File: config.mk
export PLATFORM = sky130hd
export DESIGN_NAME = spc_top
export DESIGN_NICKNAME = d
export VERILOG_FILES = /design/src/rtl/spc_fifo.v /design/src/rtl/spc_top.v
export VERILOG_INCLUDE_DIRS = /design/src /design/src/rtl
export SDC_FILE = /design/constraint.sdc
export NUM_CORES = 1
export LEC_CHECK = 0
export ABC_AREA = 1
export BUFFER_PORTS_ARGS = -buffer_cell sky130_fd_sc_hd__buf_2
export CAP_MARGIN = 10
export CORE_AREA = 5 5 181 183
export CTS_BUF_LIST = sky130_fd_sc_hd__clkbuf_8
export DETAILED_ROUTE_END_ITERATION = 10
export DIE_AREA = 0 0 186 188
export GPL_TIMING_DRIVEN = 0
export PLACE_DENSITY_LB_ADDON = 0.3
export SETUP_SLACK_MARGIN = 0.2
export SYNTH_ARGS = -nofsm -noshare
export SYNTH_HDL_FRONTEND = slang
export SYNTH_HIERARCHICAL = 1
export SYNTH_SLANG_ARGS = --single-unit
export TNS_END_PERCENT = 10
File: constraint.sdc
create_clock -name ref_clk -period 6.55 [get_ports ref_clk]
set_input_delay 0.655 -clock ref_clk [delete_from_list [all_inputs] [get_ports ref_clk]]
set_output_delay 0.655 -clock ref_clk [all_outputs]
set_load 0.1 [all_outputs]
File: src/rtl/spc_defines.vh
// constants for the serial port control block
`ifndef SPC_DEFINES_VH
`define SPC_DEFINES_VH
// register addresses in the special function register space
`define SPC_CTRL_ADDR 8'h98
`define SPC_BUF_ADDR 8'h99
`define SPC_CTRL_RESET 8'h00
// control register field positions
`define SPC_MODE_HI_BIT 7
`define SPC_MODE_LO_BIT 6
`define SPC_ADDR_FILT_BIT 5
`define SPC_RX_EN_BIT 4
`define SPC_TX_NINTH_BIT 3
`define SPC_RX_NINTH_BIT 2
`define SPC_TX_DONE_BIT 1
`define SPC_RX_DONE_BIT 0
// operating modes
`define SPC_MODE_SHIFT 2'b00
`define SPC_MODE_UART8 2'b01
`define SPC_MODE_UART9_FIX 2'b10
`define SPC_MODE_UART9_VAR 2'b11
// shift mode: one bit per 12 oscillator clocks, clock low for the first half
`define SPC_SHIFT_LAST 4'hb
`define SPC_SHIFT_HALF 4'h6
// fixed 9-bit mode: 16 ticks per bit, osc/64 gives 4 clocks a tick, osc/32 gives 2
`define SPC_FIX_LAST_SLOW 2'h3
`define SPC_FIX_LAST_FAST 2'h1
// oversampling: start checked at tick 7, later bits at tick 15
`define SPC_OVS_LAST 4'hf
`define SPC_OVS_START 4'h7
`endif

File: src/rtl/spc_fifo.v
// receive byte fifo with registered head word
`timescale 1ns/1ps
`default_nettype none
module spc_fifo #(
    parameter WIDTH = 8,
    parameter DEPTH = 32,
    parameter AW = 5
) (
    input wire ref_clk,
    input wire rst_n,
    input wire in_valid,
    output wire in_ready,
    input wire [WIDTH-1:0] in_data,
    output reg out_valid_r,
    input wire out_ready,
    output reg [WIDTH-1:0] out_data_r
);
    localparam [AW:0] FULL = DEPTH;
    reg [WIDTH-1:0] mem [0:DEPTH-1];
    reg [AW-1:0] wptr_r;
    reg [AW-1:0] rptr_r;
    reg [AW:0] count_r;
    wire in_fire;
    wire out_fire;
    wire [AW-1:0] rptr_nxt;
    wire [AW:0] count_nxt;

    // handshakes and next pointers
    assign in_ready = (count_r != FULL);
    assign in_fire = in_valid & in_ready;
    assign out_fire = out_valid_r & out_ready;
    assign rptr_nxt = out_fire ? rptr_r + 1'b1 : rptr_r;
    assign count_nxt = count_r + {{AW{1'b0}}, in_fire} - {{AW{1'b0}}, out_fire};

    // storage array, no reset needed
    always @(posedge ref_clk) begin
        if (in_fire) begin
            mem[wptr_r] <= in_data;
        end
    end

    // pointers, level and registered head word with write bypass
    always @(posedge ref_clk) begin
        if (!rst_n) begin
            wptr_r <= {AW{1'b0}};
            rptr_r <= {AW{1'b0}};
            count_r <= {(AW+1){1'b0}};
            out_valid_r <= 1'b0;
            out_data_r <= {WIDTH{1'b0}};
        end else begin
            if (in_fire) begin
                wptr_r <= wptr_r + 1'b1;
            end
            rptr_r <= rptr_nxt;
            count_r <= count_nxt;
            out_valid_r <= (count_nxt != {(AW+1){1'b0}});
            out_data_r <= (in_fire && wptr_r == rptr_nxt) ? in_data : mem[rptr_nxt];
        end
    end
endmodule // spc_fifo
`default_nettype wire

File: src/rtl/spc_top.v
// serial port with four modes behind the control and buffer registers
`timescale 1ns/1ps
`default_nettype none
`include "spc_defines.vh"
module spc_top (
    input wire ref_clk,
    input wire rst_n,
    input wire [7:0] sfr_addr,
    input wire sfr_wr_en,
    input wire sfr_rd_en,
    input wire [7:0] sfr_wdata,
    output reg [7:0] sfr_rdata_r,
    input wire timer_one_ovf,
    input wire timer_two_ovf,
    input wire timer_two_rx_baud_select,
    input wire timer_two_tx_baud_select,
    input wire double_baud,
    output reg txd_r,
    input wire rxd_in,
    output wire rxd_out,
    output wire rxd_oe
);
    localparam R_IDLE = 3'd0;
    localparam R_START = 3'd1;
    localparam R_DATA = 3'd2;
    localparam R_STOP = 3'd3;
    localparam R_SHIFT = 3'd4;

    // baud tick source: fixed prescaler in mode 2, timer one or two otherwise
    function sel_tick;
        input [1:0] mode;
        input use_t2;
        input t1_tick;
        input t2_tick;
        input fix_tick;
        begin
            if (mode == `SPC_MODE_UART9_FIX) begin
                sel_tick = fix_tick;
            end else begin
                sel_tick = use_t2 ? t2_tick : t1_tick;
            end
        end
    endfunction

    reg [7:0] ctrl_r;
    reg rxd_s1_r, rxd_s2_r, rxd_s3_r;
    reg t1_half_r;
    reg [1:0] fix_cnt_r;
    reg [3:0] sh_cnt_r;
    reg [2:0] rx_state_r;
    reg [3:0] rx_os_r;
    reg [3:0] rx_bit_r;
    reg [8:0] rx_sh_r;
    reg tx_pend_r;
    reg [7:0] tx_data_r;
    reg tx_busy_r;
    reg [10:0] tx_sh_r;
    reg [3:0] tx_left_r;
    reg [3:0] tx_os_r;
    reg rx_push, rx_done_set, tx_done_set;
    reg rb8_load, rb8_val;
    wire [1:0] mode;
    wire is_shift, is_nine, filt, ren;
    wire t1_tick, fix_tick, rx_tick, tx_tick, sh_end;
    wire fifo_ready, fifo_valid;
    wire [7:0] fifo_data;
    wire buf_rd, buf_wr, ctrl_wr;
    wire [7:0] rx_byte;

    assign mode = {ctrl_r[`SPC_MODE_HI_BIT], ctrl_r[`SPC_MODE_LO_BIT]};
    assign is_shift = (mode == `SPC_MODE_SHIFT);
    assign is_nine = mode[1];
    assign filt = ctrl_r[`SPC_ADDR_FILT_BIT];
    assign ren = ctrl_r[`SPC_RX_EN_BIT];
    assign ctrl_wr = sfr_wr_en && (sfr_addr == `SPC_CTRL_ADDR);
    assign buf_wr = sfr_wr_en && (sfr_addr == `SPC_BUF_ADDR);
    assign buf_rd = sfr_rd_en && (sfr_addr == `SPC_BUF_ADDR);
    assign sh_end = (sh_cnt_r == `SPC_SHIFT_LAST);
    // timer one overflow halved unless the rate is doubled
    assign t1_tick = timer_one_ovf & (double_baud | t1_half_r);
    assign fix_tick = (fix_cnt_r == (double_baud ? `SPC_FIX_LAST_FAST : `SPC_FIX_LAST_SLOW));
    assign rx_tick = sel_tick(mode, timer_two_rx_baud_select, t1_tick, timer_two_ovf, fix_tick);
    assign tx_tick = sel_tick(mode, timer_two_tx_baud_select, t1_tick, timer_two_ovf, fix_tick);
    assign rx_byte = is_nine ? rx_sh_r[7:0] : rx_sh_r[8:1];
    // shift mode drives data out on the receive line while sending
    assign rxd_out = tx_sh_r[0];
    assign rxd_oe = tx_busy_r & is_shift;

    // received bytes wait here until software reads the buffer
    spc_fifo #(.WIDTH(8), .DEPTH(32), .AW(5)) u_rx_fifo (
        .ref_clk(ref_clk),
        .rst_n(rst_n),
        .in_valid(rx_push),
        .in_ready(fifo_ready),
        .in_data(rx_byte),
        .out_valid_r(fifo_valid),
        .out_ready(buf_rd),
        .out_data_r(fifo_data)
    );

    // input synchroniser, prescalers and register read data
    always @(posedge ref_clk) begin
        if (!rst_n) begin
            rxd_s1_r <= 1'b1;
            rxd_s2_r <= 1'b1;
            rxd_s3_r <= 1'b1;
            t1_half_r <= 1'b0;
            fix_cnt_r <= 2'h0;
            sh_cnt_r <= 4'h0;
            sfr_rdata_r <= 8'h00;
        end else begin
            rxd_s1_r <= rxd_in;
            rxd_s2_r <= rxd_s1_r;
            rxd_s3_r <= rxd_s2_r;
            if (timer_one_ovf) begin
                t1_half_r <= ~t1_half_r;
            end
            fix_cnt_r <= fix_tick ? 2'h0 : fix_cnt_r + 2'h1;
            sh_cnt_r <= sh_end ? 4'h0 : sh_cnt_r + 4'h1;
            if (sfr_rd_en && sfr_addr == `SPC_CTRL_ADDR) begin
                sfr_rdata_r <= ctrl_r;
            end else if (buf_rd) begin
                sfr_rdata_r <= fifo_valid ? fifo_data : 8'h00;
            end else begin
                sfr_rdata_r <= 8'h00;
            end
        end
    end

    // receiver: async frames with oversampling, or clocked shift mode
    always @(posedge ref_clk) begin
        // registered one-cycle pulses, so the fifo and control register see them
        rx_push <= 1'b0;
        rx_done_set <= 1'b0;
        rb8_load <= 1'b0;
        rb8_val <= 1'b0;
        if (!rst_n) begin
            rx_state_r <= R_IDLE;
            rx_os_r <= 4'h0;
            rx_bit_r <= 4'h0;
            rx_sh_r <= 9'h000;
        end else if (!ren) begin
            rx_state_r <= R_IDLE;
        end else begin
            case (rx_state_r)
                R_IDLE: begin
                    rx_os_r <= 4'h0;
                    rx_bit_r <= 4'h0;
                    if (is_shift) begin
                        if (!ctrl_r[`SPC_RX_DONE_BIT] && fifo_ready && !tx_busy_r && !tx_pend_r
                            && sh_end) begin
                            rx_state_r <= R_SHIFT;
                        end
                    end else if (fifo_ready && rxd_s3_r && !rxd_s2_r) begin
                        rx_state_r <= R_START;
                    end
                end
                R_START: begin
                    if (rx_tick) begin
                        rx_os_r <= rx_os_r + 4'h1;
                        if (rx_os_r == `SPC_OVS_START) begin
                            rx_os_r <= 4'h0;
                            rx_state_r <= rxd_s2_r ? R_IDLE : R_DATA;
                        end
                    end
                end
                R_DATA: begin
                    if (rx_tick) begin
                        rx_os_r <= rx_os_r + 4'h1;
                        if (rx_os_r == `SPC_OVS_LAST) begin
                            rx_sh_r <= {rxd_s2_r, rx_sh_r[8:1]};
                            rx_bit_r <= rx_bit_r + 4'h1;
                            if (rx_bit_r == (is_nine ? 4'h8 : 4'h7)) begin
                                rx_state_r <= R_STOP;
                            end
                        end
                    end
                end
                R_STOP: begin
                    if (rx_tick) begin
                        rx_os_r <= rx_os_r + 4'h1;
                        if (rx_os_r == `SPC_OVS_LAST) begin
                            rx_state_r <= R_IDLE;
                            if (is_nine) begin
                                if (!filt || rx_sh_r[8]) begin
                                    rx_push <= 1'b1;
                                    rx_done_set <= 1'b1;
                                    rb8_load <= 1'b1;
                                    rb8_val <= rx_sh_r[8];
                                end
                            end else if (!filt || rxd_s2_r) begin
                                rx_push <= 1'b1;
                                rx_done_set <= 1'b1;
                                rb8_load <= 1'b1;
                                rb8_val <= rxd_s2_r;
                            end
                        end
                    end
                end
                R_SHIFT: begin
                    // sample on the rising clock edge, shift mode leaves the ninth bit alone
                    if (sh_cnt_r == `SPC_SHIFT_HALF) begin
                        rx_sh_r <= {rxd_s2_r, rx_sh_r[8:1]};
                    end
                    if (sh_end) begin
                        rx_bit_r <= rx_bit_r + 4'h1;
                        if (rx_bit_r == 4'h7) begin
                            rx_state_r <= R_IDLE;
                            rx_push <= 1'b1;
                            rx_done_set <= 1'b1;
                        end
                    end
                end
                default: begin
                    rx_state_r <= R_IDLE;
                end
            endcase
        end
    end

    // transmitter: a buffer write queues a byte, which starts when the engine is free
    always @(posedge ref_clk) begin
        tx_done_set <= 1'b0;
        if (!rst_n) begin
            tx_pend_r <= 1'b0;
            tx_data_r <= 8'h00;
            tx_busy_r <= 1'b0;
            tx_sh_r <= 11'h7ff;
            tx_left_r <= 4'h0;
            tx_os_r <= 4'h0;
            txd_r <= 1'b1;
        end else begin
            if (buf_wr) begin
                tx_pend_r <= 1'b1;
                tx_data_r <= sfr_wdata;
            end
            if (!tx_busy_r) begin
                tx_os_r <= 4'h0;
                if (tx_pend_r && !buf_wr) begin
                    if (!is_shift) begin
                        tx_busy_r <= 1'b1;
                        tx_pend_r <= 1'b0;
                        // start, data lsb first, ninth or stop, stop
                        tx_sh_r <= {1'b1, is_nine ? ctrl_r[`SPC_TX_NINTH_BIT] : 1'b1,
                                    tx_data_r, 1'b0};
                        tx_left_r <= is_nine ? 4'hb : 4'ha;
                    end else if (sh_end && rx_state_r != R_SHIFT) begin
                        tx_busy_r <= 1'b1;
                        tx_pend_r <= 1'b0;
                        tx_sh_r <= {3'h7, tx_data_r};
                        tx_left_r <= 4'h8;
                    end
                end
            end else if (is_shift ? sh_end : (tx_tick && tx_os_r == `SPC_OVS_LAST)) begin
                tx_sh_r <= {1'b1, tx_sh_r[10:1]};
                tx_left_r <= tx_left_r - 4'h1;
                // restart the tick count so every bit outside shift mode lasts sixteen ticks
                tx_os_r <= 4'h0;
                if (tx_left_r == 4'h1) begin
                    tx_busy_r <= 1'b0;
                    tx_done_set <= 1'b1;
                end
            end else if (tx_tick) begin
                tx_os_r <= tx_os_r + 4'h1;
            end
            // line drive: shift clock in mode 0, frame bits otherwise
            if (!tx_busy_r && rx_state_r != R_SHIFT) begin
                txd_r <= 1'b1;
            end else if (is_shift) begin
                txd_r <= (sh_cnt_r >= `SPC_SHIFT_HALF);
            end else begin
                txd_r <= tx_sh_r[0];
            end
        end
    end

    // control register: hardware set of a done flag wins over a software clear
    always @(posedge ref_clk) begin
        if (!rst_n) begin
            ctrl_r <= `SPC_CTRL_RESET;
        end else begin
            if (ctrl_wr) begin
                ctrl_r <= sfr_wdata;
            end
            if (rb8_load) begin
                ctrl_r[`SPC_RX_NINTH_BIT] <= rb8_val;
            end
            if (tx_done_set) begin
                ctrl_r[`SPC_TX_DONE_BIT] <= 1'b1;
            end
            if (rx_done_set) begin
                ctrl_r[`SPC_RX_DONE_BIT] <= 1'b1;
            end
        end
    end
endmodule // spc_top
`default_nettype wire

=== Word-level counts from Yosys, hierarchy flattened ===
Memory sizes are Yosys's and may differ from the RTL's. A register that Yosys moved wholly into a read port is not among the register bits.
Cells that the tools add are included.

* Memories: 1
* Logic and storage cells: 210
* Memory bits (writable): 256
* Bits in registers: 97
* Output and inout bits: 11
* Bits of input ports: 26

* Add/sub/neg operators: 10
* Eq/ne operators: 33
* Magnitude comparators: 1
* Muxes and demuxes: 80
* Bitwise operators: 8
* Reductions and logical operators: 47

{| class="wikitable"
|+ Memories
! name !! depth !! width !! rd ports !! clocked after Yosys merged registers in !! write ports !! RTL line !! RTL
|-
| u_rx_fifo.mem || 32 || 8 || 1 || 1 || 1 || spc_fifo.v:19 || <nowiki>reg [WIDTH-1:0] mem [0:DEPTH-1];</nowiki>
|}

{| class="wikitable"
|+ Operators by type and width
! kind !! number
|-
| two-way mux 11 bit || 5
|-
| two-way mux 4 bit || 12
|-
| two-way mux 3 bit || 13
|-
| two-way mux 1 bit || 35
|-
| two-way mux 8 bit || 4
|-
| two-way mux 9 bit || 3
|-
| case mux 4 bit (3 select lines) || 2
|-
| != test 2 bit, second input constant || 10
|-
| case mux 9 bit (2 select lines) || 1
|-
| adder 4 x 1 -> 4 bit, second input constant || 4
|-
| == test 8 bit, second input constant || 2
|-
| case mux 3 bit (5 select lines) || 1
|-
| AND reduction 5 bit || 3
|-
| logical AND 1 bit || 14
|-
| == test 4 x 3 -> 1 bit, second input constant || 3
|-
| == test 4 bit, second input constant || 3
|-
| AND reduction 11 bit || 1
|-
| adder 5 x 1 -> 5 bit, second input constant || 2
|-
| nonzero test 2 bit || 5
|-
| != test 3 bit, second input constant || 3
|-
| AND reduction 3 bit || 3
|-
| OR reduction 2 bit || 4
|-
| logical NOT 1 bit || 7
|-
| adder 6 x 1 -> 6 bit || 1
|-
| other kinds (28) || 38
|}

=== Longest topological paths before layout ===
* Word-level depth: 8
* Depth in mapped cells: 19
* Depth with buffers taken out: 19

=== Cells and area by module ===
Netlist, hierarchy kept.

{| class="wikitable"
|+ Modules (own cells, without submodules)
! module !! cells each !! instances !! area an instance (µm²) !! seq. area each (µm²)
|-
| spc_fifo || 1,221 || 1 || 12,791.0 || 8,187.9
|-
| spc_top || 551 || 1 || 3,913.8 || 1,581.5
|}

=== Least setup slack after synthesis ===
Ideal clock, no wire load.

* Kind: input to register
* Start: in sfr_addr[2]
* End: reg u_rx_fifo.out_valid_r
* Path buffers: 0
* Library setup time: 0.132 ns
* Cell stages on the path: 16
* Arrival time: 3.043 ns
* Path slack: 3.375 ns
* Data required time: 6.418 ns
* Path through: inv_1 > nand2_1 > nor3b_2 > nand2_1 > nor2_1 > nand2_2 > inv_2 > ha_1 > inv_1 > ha_1 > fa_1 > a21oi_1 > o21ai_0 > xor2_1 > nor4_1 > a21oi_1

* Longest elaborated chain between the ends: 5

{| class="wikitable"
|+ Ends and longest elaborated chain
! what !! RTL line !! RTL
|-
| start, declared || spc_top.v:8 || <nowiki>input wire [7:0] sfr_addr,</nowiki>
|-
| == test 8 bit (no source line) || -- ||
|-
| logical AND 1 bit || spc_top.v:77 || <nowiki>assign buf_rd = sfr_rd_en && (sfr_addr == `SPC_BUF_ADDR);</nowiki>
|-
| named net buf_rd || spc_top.v:67 || <nowiki>wire buf_rd, buf_wr, ctrl_wr;</nowiki>
|-
| bitwise AND 1 bit || spc_fifo.v:31 || <nowiki>assign out_fire = out_valid_r & out_ready;</nowiki>
|-
| subtractor 6 x 1 -> 6 bit || spc_fifo.v:33 || <nowiki>assign count_nxt = count_r + {{AW{1'b0}}, in_fire} - {{AW{1'b0}}, out_fire};</nowiki>
|-
| nonzero test 6 bit || spc_fifo.v:56 || <nowiki>out_valid_r <= (count_nxt != {(AW+1){1'b0}});</nowiki>
|-
| end signal, assigned || spc_fifo.v:56 ||
|-
| end, declared || spc_fifo.v:14 || <nowiki>output reg out_valid_r,</nowiki>
|}

The timed path passes the listed nets, and every way through them passes these cells.
A chain may end at the register's enable or synchronous reset.

=== Worst setup path after layout ===
* Start: reg u_rx_fifo.count_r[2]
* End: reg u_rx_fifo.out_valid_r

* Longest elaborated chain between the ends: 5

{| class="wikitable"
|+ Ends and longest elaborated chain
! what !! RTL line !! RTL
|-
| start, declared || spc_fifo.v:22 || <nowiki>reg [AW:0] count_r;</nowiki>
|-
| start signal, assigned || spc_fifo.v:47 || <nowiki>count_r <= {(AW+1){1'b0}};</nowiki>
|-
| start signal, assigned || spc_fifo.v:55 || <nowiki>count_r <= count_nxt;</nowiki>
|-
| != test 6 bit || spc_fifo.v:29 || <nowiki>assign in_ready = (count_r != FULL);</nowiki>
|-
| named net fifo_ready || spc_top.v:65 || <nowiki>wire fifo_ready, fifo_valid;</nowiki>
|-
| bitwise AND 1 bit || spc_fifo.v:30 || <nowiki>assign in_fire = in_valid & in_ready;</nowiki>
|-
| adder 6 x 1 -> 6 bit || spc_fifo.v:33 ||
|-
| subtractor 6 x 1 -> 6 bit || spc_fifo.v:33 ||
|-
| nonzero test 6 bit || spc_fifo.v:56 ||
|}

The timed path passes the listed nets, and every way through them passes these cells.

==> flow_metrics.tcl <==
set metrics [dict create \
    total_leakage_power_uw 0.00778 \
    p_int_uw 3340 \
    period_minus_slack_ns 3.41 \
    grt_pass1_wl_mm 67.6 \
    type_of_origin_of_the_critical_path "flip-flop" \
    port-buffer-count 36 \
    p_sw_frac 0.219 \
    clock_transition_at_the_registers_of_the_reported_paths_ns 0.07 \
    p_sw_uw 936 \
    dpl.hpwl_mm 31.0 \
    globalRoute.busiestLayer "met2" \
    post_drt_via_cell_ratio 5.60 \
    antenna_cells 0 \
    totalNegativeSetupSlack_ns 0 \
    largest_delay_share_family_worst_path "adder cells" \
    max_freq_mhz 293 \
    vias 13000 \
    max_slew_margin 0.383 \
    die_h_um 188 \
    synth_area_um2 16700 \
    seq_area_frac_synth 0.585 \
    clock_tree_from_tritoncts "built" \
    grt_use_met3 0.0473 \
    h-tree-depth 2 \
    run_status "complete, no violations" \
    report.final.setup_viol 0 \
    share_seq_of_total_power 0.565 \
    hold_buffers 0 \
    drt_iter0_markers 1331 \
    critical_path.n_buffers_inverters 4 \
    ff_latch_area_um2 9770 \
    clkPwrFrac 0.424 \
    pwr_density_cell_nw_per_um2 228 \
    grt_antenna_before_repair 0 \
    drt_pre_antenna_iters 5 \
    numCtsBuffers 57 \
    gr-usage-met2 0.399 \
    synthToLayoutAreaGrowth_pct 12.4 \
    crit_arrival_ns 3.91 \
    maxCapViolations 0 \
    globalRouteOverflowTotal 0 \
    numClockSinks 360 \
    final_cell_mix "339 x sky130_fd_sc_hd__nand2_1, 318 x sky130_fd_sc_hd__nand3_1, 256 x sky130_fd_sc_hd__edfxtp_1" \
    worstHoldPathType "in -> reg" \
    place_congestion 0.959 \
    drv_slew 0 \
    synth.net_count 1819 \
    use_met1 0.320 \
    mostFrequentLayoutCell "sky130_fd_sc_hd__nand2_1" \
    final_util 0.605 \
    critical_path_peak_fanout 7 \
    synthCells 1772 \
    post_synth.cell_area_avg_um2 9.43 \
    first_global_vias 12600 \
    fill_cells 2592 \
    rsz0062_at_grt "no" \
    critPathMaxStageDelay_ns 0.44 \
    fp.coreArea_um2 31100 \
    multi_input_area_um2 5650 \
    post-route-drc-count 0 \
    core.rowCount 65 \
    final_layout_size_suffix_gt1_frac 0.123 \
    route.final.wire_length_mm 43.9 \
    end_kind "flip-flop" \
    crit_path_top_delay_cell "sky130_fd_sc_hd__fa_1" \
    start_util 0.538 \
    post-route-period-util 0.521 \
    cts_buffer_depth 3 \
    place_worst_setup_slack_ns 2.69 \
    clk_root_buffer_cell "sky130_fd_sc_hd__clkbuf_8" \
    final-hold-violation-count 0 \
    irDropWorstVdd_mv 0.213 \
    worst_skew_pair.late_latency_ns 0.64 \
    ys.warnings.count 6 \
    drt.antenna.violating_nets 0 \
    crit_path_cells "inv_1 > ha_1 > nand3_1 > and2_1 > clkbuf_1 > inv_1 > ha_1 > inv_1 > ha_1 > fa_1 > a21oi_1 > o21ai_0 > xor2_1 > nor4_1 > a21oi_1" \
    timing.hold.ws_ns 0.231 \
    netlist-cell-type-count 50 \
    cp.required_ns 7.05 \
    boundaryPins 37 \
    share_comb_of_total_power 0.011 \
    postLayoutSetupSlackWorst_ns 3.14 \
    track_usage 0.249 \
    ys_ff_latch 360 \
    post-cts-setup-buffer-count 0 \
    timing_worst_setup_path_type "reg -> reg" \
    dieArea_um2 35000 \
    floorplan.die.width_um 186 \
    grt_max_degree 24 \
    post_cts_resized 0 \
    design.final.nets 1925 \
    fin_worst_skew_ns 0.0462 \
    worst-slew-pin-transition_ns 0.925 \
    drt-wirelength-per-cell_um 18.9 \
]
==> layer usage <==
layer,part of all wire,vias to the layer above
met4,0.053,0
met5,0,-
met3,0.085,143
met1,0.40,6112
li1,-,6149
met2,0.47,628
==> per-stage QoR <==
stage	power [µW]	std cells	instance area, µm²
finish	4280	2328	18800
global route	4430	2328	18800
CTS	4310	2326	18800
detailed placement	2510	2219	17700
global placement	2510	2210	17400
floorplan	2490	1772	16700
==> cell families after synthesis <==
group,Yosys count,share of synthesized area
DFF,360,0.585
xor gates and xnor gates,11,0.00704
AOI/OAI and AO/OA,123,0.0398
adders and majority gates,21,0.0162
and+or+nand+nor,920,0.270
buffers and inverters,337,0.0822
==> power groups by stage <==
stage	combinational, µW	sequential [µW]	clock (µW)
3_5_place_dp	47.4	2470	0
4_1_cts	47.7	2420	1840
6_report	47.7	2420	1820
3_3_place_gp	46.7	2470	0
2_1_floorplan	28.1	2460	0
5_1_grt	53.3	2420	1970
==> cell usage after synthesis, drive strengths merged <==
cell	count	area share
xor2	4	0.0025
o21bai	2	0.00090
a31oi	2	0.00075
o211ai	1	0.00045
xnor2	6	0.0031
nand3	323	0.10
o21ai	59	0.018
a21o	1	0.00045
nor2	105	0.026
nor3b	4	0.0021
dfxtp	104	0.12
inv	250	0.056
o22ai	1	0.00075
nand4	9	0.0037
nor3	11	0.0046
clkinv	1	0.00022
nand3b	106	0.048
a21oi	55	0.017
nor4	1	0.00037
nand2	352	0.083
a211oi	1	0.00045
and2	1	0.00037
o31ai	1	0.0013
clkbuf	24	0.0056
and3	1	0.00037
buf	62	0.020
fa	1	0.0012
ha	20	0.015
or2	7	0.0028
edfxtp	256	0.46
xnor3	1	0.0013
==> worst reg2reg max path, delay by kind of cell (launching register included) <==
kind	cells	cell delay, ns
adder cells (fa/ha/maj)	4	1.21
buffers and inverters	4	0.67
AND/OR/NAND/NOR	3	0.51
AO/OA/AOI/OAI	3	0.43
flip-flops	1	0.33
XOR/XNOR	1	0.17
==> path summary, 6_finish.rpt <==
check / slack, ns / end / cells past startpoint / start
worst max-delay path: 3.14 / u_rx_fifo/out_valid_r / 15 / u_rx_fifo/count_r[2]
worst min-delay path: 0.23 / rxd_s1_r / 2 / rxd_in
worst max register to register: 3.14 / u_rx_fifo/out_valid_r / 15 / u_rx_fifo/count_r[2]
worst min register to register: 0.42 / rxd_s2_r / 1 / rxd_s1_r
==> state kept, by name, indices dropped and copies added (netlist names), 5 cells and up <==
signal                cells
u_rx_fifo/count_r         6
u_rx_fifo/rptr_r          5
u_rx_fifo/wptr_r          5
ctrl_r                    8
rx_sh_r                   9
tx_data_r                 8
u_rx_fifo/out_data_r      8
sfr_rdata_r               8
u_rx_fifo/mem           256
tx_sh_r                  10
==> final cells by class <==
cell class,count,area share
clock inverters,42,0.0103
flip-flops and latches,360,0.520
repair buffers,47,0.0216
multi-input cells,1075,0.301
plain buffers,86,0.0229
inverters,251,0.0502
well taps,402,0.0268
clock buffers,65,0.0476
No activity file was read; power rests on OpenSTA's default activity.
